## src/vir_regs.svh

```systemverilog
/*
  Register offsets, field positions, reset values and timing counts of the
  voltage-code receiver.
  Assumes a 20 MHz device clock and that it is included by its bare name.
*/
// Behaviour
// (RULE1) Select 00 invalid, 01 core, 10 nest, 11 unused; code goes to selected rail.
// (RULE2) Invalid select means standby; the code is meaningless and ignored.
// (RULE3) Host writes boot setpoints over SPI: core 1.1 V, nest 0.9 V.
// (RULE4) After power-up the processor steps invalid, nest, invalid, core.
// (RULE5) Code and select are de-bounced together for 100 to 400 ns.
// (RULE6) The processor holds each new code and select stable for 500 ns.
// (RULE7) Pin codes are ignored unless the IO rail regulator is enabled.
// (RULE8) Each nest change passes through invalid before nest is selected again.
// (RULE9) With core selected, every de-bounced code change updates the core setpoint; the code updates the core image, and the setpoint only with source bit 0.
// (RULE10) Runtime core changes move the code one 12.5 mV step at a time.
// (RULE11) Setpoint changes ramp toward the target at 25 mV per ms.
// (RULE12) Read-only 7-bit image per rail, bit 7 reads zero, reset 0x7F.
// (RULE13) Codes 0-24 give 1.2 V, 12.5 mV less per code, 97-127 off.
// (RULE14) Source bit 0 follows pins, 1 follows the SPI latch register.
// (RULE15) Regulation-done toggles only for setpoint changes made through registers.
// (RULE16) Invalid or unused select holds both images and both setpoints.
`ifndef VIR_REGS_SVH
`define VIR_REGS_SVH

`define VIR_ADDR_W          9
`define VIR_ADDR_CORE_IMAGE 9'h1C9
`define VIR_ADDR_NEST_IMAGE 9'h1CA
`define VIR_ADDR_CORE_LATCH 9'h1CB
`define VIR_ADDR_NEST_LATCH 9'h1CC

`define VIR_CODE_MSB        6
`define VIR_SRC_BIT         7
`define VIR_IMAGE_RST       7'h7F
`define VIR_CORE_LATCH_RST  8'h20
`define VIR_NEST_LATCH_RST  8'h30

`define VIR_CODE_FLAT       7'h18
`define VIR_CODE_LAST_ON    7'h60
`define VIR_V_MAX           14'h2EE0
`define VIR_V_STEP          14'h007D

`define VIR_CLK_NS          50
`define VIR_DEB_MIN_NS      100
`define VIR_DEB_MAX_NS      400
`define VIR_DEB_CYC         (((`VIR_DEB_MIN_NS + `VIR_CLK_NS - 1) / `VIR_CLK_NS + \
                              `VIR_DEB_MAX_NS / `VIR_CLK_NS) / 2)
`define VIR_SLEW_UV_PER_MS  25000
`define VIR_CODE_STEP_UV    12500
`define VIR_RAMP_NS         (((`VIR_CODE_STEP_UV * 1000) / `VIR_SLEW_UV_PER_MS) * 1000)
`define VIR_RAMP_CYC        (`VIR_RAMP_NS / `VIR_CLK_NS)

`endif

```

## src/vir_pkg.sv

```systemverilog
/*
  Types of the voltage-code receiver: rail select codes and state records.
  Assumes nothing beyond a SystemVerilog compiler.
*/
`default_nettype none

package vir_pkg;

  typedef enum logic [1:0] {
    SEL_INVALID = 2'b00,
    SEL_CORE    = 2'b01,
    SEL_NEST    = 2'b10,
    SEL_UNUSED  = 2'b11
  } vir_rail_sel_t;

  typedef struct packed {
    logic [8:0] sample;
    logic [8:0] stable;
    logic [3:0] cnt;
    logic       accept;
  } vir_deb_t;

  // Index 0 is the core rail, index 1 the nest rail.
  typedef struct packed {
    logic [1:0][6:0]  image;
    logic [1:0][7:0]  latch;
    logic [1:0][6:0]  ramp;
    logic [15:0]      tick;
    logic [1:0]       pend;
    logic [7:0]       rdata;
    logic [1:0][13:0] setpt;
    logic [1:0]       on;
    logic             done;
  } vir_state_t;

endpackage : vir_pkg

`default_nettype wire

```

## src/vir_debounce.sv

```systemverilog
/*
  Group de-bouncer for the select and code pins.
  Assumes pins synchronous to the clock and a hold time longer than the window.
*/
`default_nettype none
`include "vir_regs.svh"

module vir_debounce
  import vir_pkg::*;
#(
  parameter int CYC = `VIR_DEB_CYC
)
(
  // Clock and reset
  input  wire logic       clk,
  input  wire logic       rst,
  // Raw pin group and filtered result
  input  wire logic [8:0] pins,
  output logic      [8:0] stable,
  output logic            accept
);

  vir_deb_t cur;
  vir_deb_t nxt;

  ////////////////////////////////////////////////////////////////////////////

  // All nine bits restart one shared window, so a ringing select line can
  // never pair with a settled code from a different presentation.
  always_comb
  begin
    nxt        = cur;
    nxt.accept = 1'b0;
    if (pins != cur.sample)
    begin
      nxt.sample = pins; // RULE5
      nxt.cnt    = 4'h0;
    end
    else if (cur.cnt < 4'(CYC))
    begin
      nxt.cnt = cur.cnt + 4'h1;
      if (cur.cnt == 4'(CYC - 1) && cur.sample != cur.stable)
      begin
        nxt.stable = cur.sample; // RULE5
        nxt.accept = 1'b1;
      end
    end
  end

  always_ff @(posedge clk)
  begin
    if (rst)
    begin
      cur <= '{sample: {SEL_INVALID, `VIR_IMAGE_RST}, stable: {SEL_INVALID, `VIR_IMAGE_RST},
               cnt: 4'h0, accept: 1'b0};
    end
    else
    begin
      cur <= nxt;
    end
  end

  assign stable = cur.stable;
  assign accept = cur.accept;

endmodule : vir_debounce

`default_nettype wire

```

## src/vir_receiver.sv

```systemverilog
/*
  Voltage-code receiver: de-bounces the shared code and select pins, keeps a
  read-only image per rail, holds the register-written setpoints, picks the
  source per rail, ramps each rail toward its target and reports completion
  of register-driven changes.
  Assumes the register decoder in front of it presents one-cycle read and
  write strobes and that the analog regulator follows the setpoint outputs.
*/
`default_nettype none
`include "vir_regs.svh"

module vir_receiver
  import vir_pkg::*;
#(
  parameter int DEB_CYC  = `VIR_DEB_CYC,
  parameter int RAMP_CYC = `VIR_RAMP_CYC
)
(
  // Clock and reset
  input  wire logic                   CLK,
  input  wire logic                   RST,
  // Processor pins
  input  wire logic [1:0]             RAIL_SELECT_CODE,
  input  wire logic [6:0]             VOLTAGE_CODE,
  // IO rail regulator status
  input  wire logic                   IO_RAIL_EN,
  // Register access
  input  wire logic                   REG_WR,
  input  wire logic                   REG_RD,
  input  wire logic [`VIR_ADDR_W-1:0] REG_ADDR,
  input  wire logic [7:0]             REG_WDATA,
  output logic      [7:0]             REG_RDATA,
  // Regulator setpoints, in units of 0.1 mV
  output logic      [13:0]            CORE_SETPOINT,
  output logic                        CORE_ON,
  output logic      [13:0]            NEST_SETPOINT,
  output logic                        NEST_ON,
  // Completion of register-driven changes
  output logic                        REGULATION_DONE
);

  localparam vir_state_t STATE_RST = '{
    image: {`VIR_IMAGE_RST, `VIR_IMAGE_RST},
    latch: {`VIR_NEST_LATCH_RST, `VIR_CORE_LATCH_RST},
    ramp:  {`VIR_IMAGE_RST, `VIR_IMAGE_RST},
    tick:  16'h0000,
    pend:  2'b00,
    rdata: 8'h00,
    setpt: {14'h0000, 14'h0000},
    on:    2'b00,
    done:  1'b1
  };

  vir_state_t      cur;
  vir_state_t      nxt;
  logic [8:0]      deb_stable;
  logic            deb_accept;
  vir_rail_sel_t   sel;
  logic [6:0]      code;
  logic            tick_hit;
  logic [1:0][6:0] old_tgt;
  logic [1:0][6:0] new_tgt;
  logic [1:0]      spi_set;
  logic [1:0][8:0] latch_addr;

  ////////////////////////////////////////////////////////////////////////////

  vir_debounce #(
    .CYC    (DEB_CYC)
  ) u_debounce (
    .clk    (CLK),
    .rst    (RST),
    .pins   ({RAIL_SELECT_CODE, VOLTAGE_CODE}),
    .stable (deb_stable),
    .accept (deb_accept)
  );

  ////////////////////////////////////////////////////////////////////////////

  // Flat at the top, linear in 12.5 mV steps, zero once the rail is off.
  function automatic logic [13:0] code_to_setpoint(input logic [6:0] c);
    logic [13:0] steps;
    steps = 14'(c) - 14'(`VIR_CODE_FLAT);
    if (c <= `VIR_CODE_FLAT)
      code_to_setpoint = `VIR_V_MAX; // RULE13
    else if (c <= `VIR_CODE_LAST_ON)
      code_to_setpoint = `VIR_V_MAX - 14'(steps * `VIR_V_STEP); // RULE13
    else
      code_to_setpoint = 14'h0000; // RULE13
  endfunction : code_to_setpoint

  // Source bit set: the written code rules; clear: the pin image rules.
  function automatic logic [6:0] target_of(input logic [7:0] latch, input logic [6:0] image);
    target_of = latch[`VIR_SRC_BIT] ? latch[`VIR_CODE_MSB:0] : image; // RULE14
  endfunction : target_of

  ////////////////////////////////////////////////////////////////////////////

  assign sel        = vir_rail_sel_t'(deb_stable[8:7]);
  assign code       = deb_stable[6:0];
  assign latch_addr = {`VIR_ADDR_NEST_LATCH, `VIR_ADDR_CORE_LATCH};

  always_comb
  begin
    nxt      = cur;
    nxt.rdata = 8'h00;
    tick_hit = (cur.tick == 16'(RAMP_CYC - 1));
    nxt.tick = tick_hit ? 16'h0000 : cur.tick + 16'h0001;

    // Pin codes reach an image only through the de-bouncer and only while
    // the IO rail is up; the images always record the pins, whatever the
    // source bit says, so software can see what the processor asked for.
    if (deb_accept && IO_RAIL_EN) // RULE7
    begin
      unique case (sel) // RULE1
        SEL_CORE:
          nxt.image[0] = code; // RULE9
        SEL_NEST:
          nxt.image[1] = code; // RULE1
        SEL_INVALID,
        SEL_UNUSED:
          nxt.image = cur.image; // RULE2 RULE16
      endcase
    end

    // The setpoint registers always store what is written; with the source
    // bit clear the stored code simply has no effect on the rail.
    if (REG_WR)
    begin
      case (REG_ADDR)
        `VIR_ADDR_CORE_LATCH:
          nxt.latch[0] = REG_WDATA;
        `VIR_ADDR_NEST_LATCH:
          nxt.latch[1] = REG_WDATA;
        default:
          nxt.latch = cur.latch;
      endcase
    end

    for (int r = 0; r < 2; r++)
    begin
      old_tgt[r] = target_of(cur.latch[r], cur.image[r]);
      new_tgt[r] = target_of(nxt.latch[r], nxt.image[r]); // RULE14

      // Only a register write that moves a register-sourced target starts a
      // completion cycle; pin-driven moves leave the done output alone.
      spi_set[r] = REG_WR && (REG_ADDR == latch_addr[r]) && nxt.latch[r][`VIR_SRC_BIT]
                   && (new_tgt[r] != old_tgt[r]); // RULE15

      // One code step per tick gives the slew; a held target holds the rail.
      if (tick_hit && cur.ramp[r] < new_tgt[r])
        nxt.ramp[r] = cur.ramp[r] + 7'h01; // RULE11
      else if (tick_hit && cur.ramp[r] > new_tgt[r])
        nxt.ramp[r] = cur.ramp[r] - 7'h01; // RULE11
      else
        nxt.ramp[r] = cur.ramp[r]; // RULE16

      // A new request wins over the completion of an older one.
      nxt.pend[r]  = spi_set[r] | (cur.pend[r] & (nxt.ramp[r] != new_tgt[r])); // RULE15
      nxt.setpt[r] = code_to_setpoint(nxt.ramp[r]); // RULE13
      nxt.on[r]    = (nxt.ramp[r] <= `VIR_CODE_LAST_ON); // RULE13
    end

    nxt.done = ~|nxt.pend; // RULE15

    // Reads return one cycle after the strobe; bit 7 of an image is zero.
    if (REG_RD)
    begin
      case (REG_ADDR)
        `VIR_ADDR_CORE_IMAGE:
          nxt.rdata = {1'b0, cur.image[0]}; // RULE12
        `VIR_ADDR_NEST_IMAGE:
          nxt.rdata = {1'b0, cur.image[1]}; // RULE12
        `VIR_ADDR_CORE_LATCH:
          nxt.rdata = cur.latch[0];
        `VIR_ADDR_NEST_LATCH:
          nxt.rdata = cur.latch[1];
        default:
          nxt.rdata = 8'h00;
      endcase
    end
  end

  ////////////////////////////////////////////////////////////////////////////

  always_ff @(posedge CLK)
  begin
    if (RST)
    begin
      cur <= STATE_RST; // RULE12
    end
    else
    begin
      cur <= nxt;
    end
  end

  ////////////////////////////////////////////////////////////////////////////

  assign REG_RDATA       = cur.rdata;
  assign CORE_SETPOINT   = cur.setpt[0];
  assign CORE_ON         = cur.on[0];
  assign NEST_SETPOINT   = cur.setpt[1];
  assign NEST_ON         = cur.on[1];
  assign REGULATION_DONE = cur.done;

endmodule : vir_receiver

`default_nettype wire

```

## config.mk

```make
export PLATFORM = sky130hd
export DESIGN_NAME = vir_receiver
export DESIGN_NICKNAME = d
export VERILOG_FILES = /design/src/vir_pkg.sv /design/src/vir_debounce.sv /design/src/vir_receiver.sv
export VERILOG_INCLUDE_DIRS = /design/src
export SDC_FILE = /design/constraint.sdc
export NUM_CORES = 1
export LEC_CHECK = 0
export ABC_AREA = 1
export BUFFER_PORTS_ARGS = -buffer_cell sky130_fd_sc_hd__buf_4
export CAP_MARGIN = 5
export CORE_MARGIN = 1.5
export CORE_UTILIZATION = 30
export DETAILED_ROUTE_END_ITERATION = 12
export SLEW_MARGIN = 40
export SYNTH_ARGS = -nofsm -noshare
export SYNTH_HDL_FRONTEND = slang
export SYNTH_SLANG_ARGS = --single-unit
```

## constraint.sdc

```tcl
create_clock -name CLK -period 11.8 [get_ports CLK]
set_input_delay 2.36 -clock CLK [delete_from_list [all_inputs] [get_ports CLK]]
set_output_delay 2.36 -clock CLK [all_outputs]
set_load 0.005 [all_outputs]
```

==> impl_metrics.tcl <==
set metrics [dict create \
    routedWlPerCell_um 12.9 \
    crit_top_cell "inv_1" \
    vias_per_cell 4.58 \
    die-width_um 191 \
    synthCells 1420 \
    crit_fanout 13 \
    yosys_register_bits 124 \
    clkPwrFrac_pct 53.6 \
    rows 68 \
    overflow 0 \
    postCtsSetupBuffers 0 \
    path_class "input port to register" \
    end_kind "register" \
    finalCriticalPeriod_ps 10070 \
    cts_buffers 17 \
    slew_violations 0 \
    synth_cell_types 59 \
    hold_depth 1 \
    status "complete, no violations" \
    p_leak_nw 6.21 \
    fin_tns_setup_ps 0 \
    grt_pass1_wl_um 42800 \
    pwr-share-seq_pct 43.1 \
    fin_worst_skew_ps 11.3 \
    first_pass_iters 5 \
    dieArea_mm2 0.0363 \
    gr-usage-met1_pct 17.7 \
    cp.required_ps 12130 \
    postCtsHoldBufs 0 \
    cpMaxStageDelayCell "o311ai_0" \
    synth_ff_type "dfxtp_1" \
    routabilityCongestion 0.861 \
    fillers 3650 \
    grt_use_met3_pct 3.00 \
    hpwl_um 19800 \
    setup_viol 0 \
    peakVddDrop_v 0.0000670 \
    vias 8816 \
    tritoncts "built" \
    core-area_mm2 0.0346 \
    grt_pass1_vias 8925 \
    ys_warn_count 0 \
    wl_um 24700 \
    total_power_uw 982 \
    reg2reg_depth 46 \
    syn_nets 1600 \
    grt_busiest_layer "met2" \
    netlist_area_mm2 0.0106 \
    drt_iter0_markers 420 \
    worst_pin_slew_ps 710 \
    start_util_pct 30.5 \
    gr-usage-met2_pct 25.9 \
    max_freq_ghz 0.0993 \
    grt_max_degree 26 \
    max_slew_margin_pct 52.2 \
    clockBufferDepth 2 \
    die_y_um 191 \
    insertion_delay_ps 440 \
    final_hold_viol_count 0 \
    area_growth_pct 12.7 \
    antenna_found_initial 0 \
    p_sw_share_pct 25.0 \
    synth_edf_count 0 \
    ant_nets 0 \
    power_density_mw_per_mm2 82.5 \
    hold_class "register to register" \
    drc 0 \
    arrival_ps 10390 \
    synth.avg_cell_area_um2 7.44 \
    port_buffers 69 \
    cts.sinks 124 \
    ys_seq_area_share_pct 23.5 \
    drive_gt1_share_pct 15.2 \
    async_reset_ff_share_pct 0 \
    ctsRootBufferMaster "clkbuf_16" \
    rsz0062_at_grt "no" \
    p_switching_uw 245 \
    clk_transition_reported_paths_ps 70 \
    slowest_delay_ps 550 \
    cp-start-kind "input port" \
    cap_violations 0 \
    nets 1637 \
    internal-power_uw 736 \
    io_pins 70 \
    num_antenna_cells 0 \
    post_cts_resized 0 \
    grt_use_total_pct 14.8 \
    power_frac_comb_pct 3.2 \
    min_period_over_period_pct 85.3 \
    cts_htree_levels 4 \
]
cells by family after synthesis:
| logic type | share of synthesized area, % |
|---|---|
| adder cells (fa/ha/maj) | 20.8 |
| buffers and inverters | 13.6 |
| AO/OA/AOI/OAI | 8.65 |
| multiplexers | 0.0948 |
| XOR/XNOR | 5.02 |
| flip-flops | 23.5 |
| AND/OR/NAND/NOR | 28.3 |
sequential cells by signal, indices dropped and copies added (netlist names):
| register | count |
|---|---|
| u_debounce.accept | 1 |
| CORE_SETPOINT | 14 |
| u_debounce.stable | 9 |
| REGULATION_DONE | 1 |
| u_debounce.cur | 13 |
| CORE_ON | 1 |
| cur | 62 |
| NEST_ON | 1 |
| REG_RDATA | 8 |
| NEST_SETPOINT | 14 |
synth_stat cells (17+ instances only):
master / instances / area share [%]
a21oi_1: 32 / 1.5
buf_4: 37 / 2.6
dfxtp_1: 124 / 24
fa_1: 44 / 8.3
ha_1: 105 / 12
inv_1: 279 / 9.9
nand2_1: 273 / 9.7
nand2_2: 38 / 2.3
nand3_1: 83 / 3.9
nand4_1: 27 / 1.6
nor2_1: 75 / 2.7
nor3_1: 21 / 1.0
o21ai_0: 76 / 3.6
xnor2_1: 17 / 1.4
xor2_1: 38 / 3.2
cell type report:
type | instances | area [um2] | area share [%]
Tap cell | 455 | 569 | 4.78
Sequential cell | 124 | 2480 | 20.9
Multi-Input combinational cell | 954 | 6650 | 55.9
Timing Repair Buffer | 71 | 533 | 4.48
Clock inverter | 14 | 145 | 1.22
Clock buffer | 18 | 439 | 3.69
Inverter | 289 | 1080 | 9.11
cell usage in the layout, fill, tap and decap left out, drive strengths merged, types with 2 or more instances in the layout:
cell type	netlist	final
a2111oi	2	2
a211oi	4	4
a21boi	2	2
a21oi	33	33
a221oi	9	9
a31o	4	4
buf	45	71
clkbuf	8	18
clkinv	1	4
dfxtp	124	124
fa	44	44
ha	105	105
inv	288	297
nand2	326	326
nand3	97	97
nand3b	5	5
nand4	30	30
nor2	87	87
nor3	22	22
nor4	6	6
o211ai	4	4
o21ai	80	80
o21bai	3	3
o22ai	9	9
or2	16	16
xnor2	18	18
xor2	40	40
routing by layer:
layer / vias to the layer above / routed length [um]
li1: 4527 / -
met1: 4084 / 11100
met2: 156 / 12000
met3: 49 / 995
met4: 0 / 647
met5: - / 0
final timing paths:
kind	end	slack [ps]	start
worst max-delay path	NEST_SETPOINT[13]	1730	REG_ADDR[1]
worst min-delay path	cur[41]	450	cur[41]
worst max register to register	NEST_SETPOINT[13]	3400	u_debounce.stable[7]
worst min register to register	cur[41]	450	cur[41]
power groups by stage:
stage / registers (mW) / logic [mW] / clock network [mW]
after floorplan: 0.432 / 0.0166 / 0
after global placement: 0.433 / 0.0311 / 0
after detailed placement: 0.433 / 0.0315 / 0
after CTS: 0.423 / 0.0319 / 0.540
after global routing: 0.423 / 0.0350 / 0.561
final: 0.423 / 0.0317 / 0.527
worst max-delay path: cells and delay by family:
family / cells / cell delay, ps
adders and majority gates: 8 / 2970
and+or+nand+nor: 20 / 2550
AOI/OAI and AO/OA: 5 / 1230
buffers and inverters: 13 / 990
xor gates and xnor gates: 2 / 300
through the flow:
step / setup slack [ps] / cell area [um2] / hold WS (ps) / std cells / util [%]
after floorplan: 2270 / 10600 / 418 / 1420 / -
after global placement: 1460 / 11300 / 432 / 1893 / 32.7
after detailed placement: 1310 / 11300 / 452 / 1893 / 32.7
after CTS: 1760 / 11900 / 462 / 1925 / 34.4
after global routing: 991 / 11900 / 485 / 1925 / 34.4
final: 1730 / 11900 / 452 / 1925 / 34.4
Note: power is estimated with default switching activity, not from simulation.
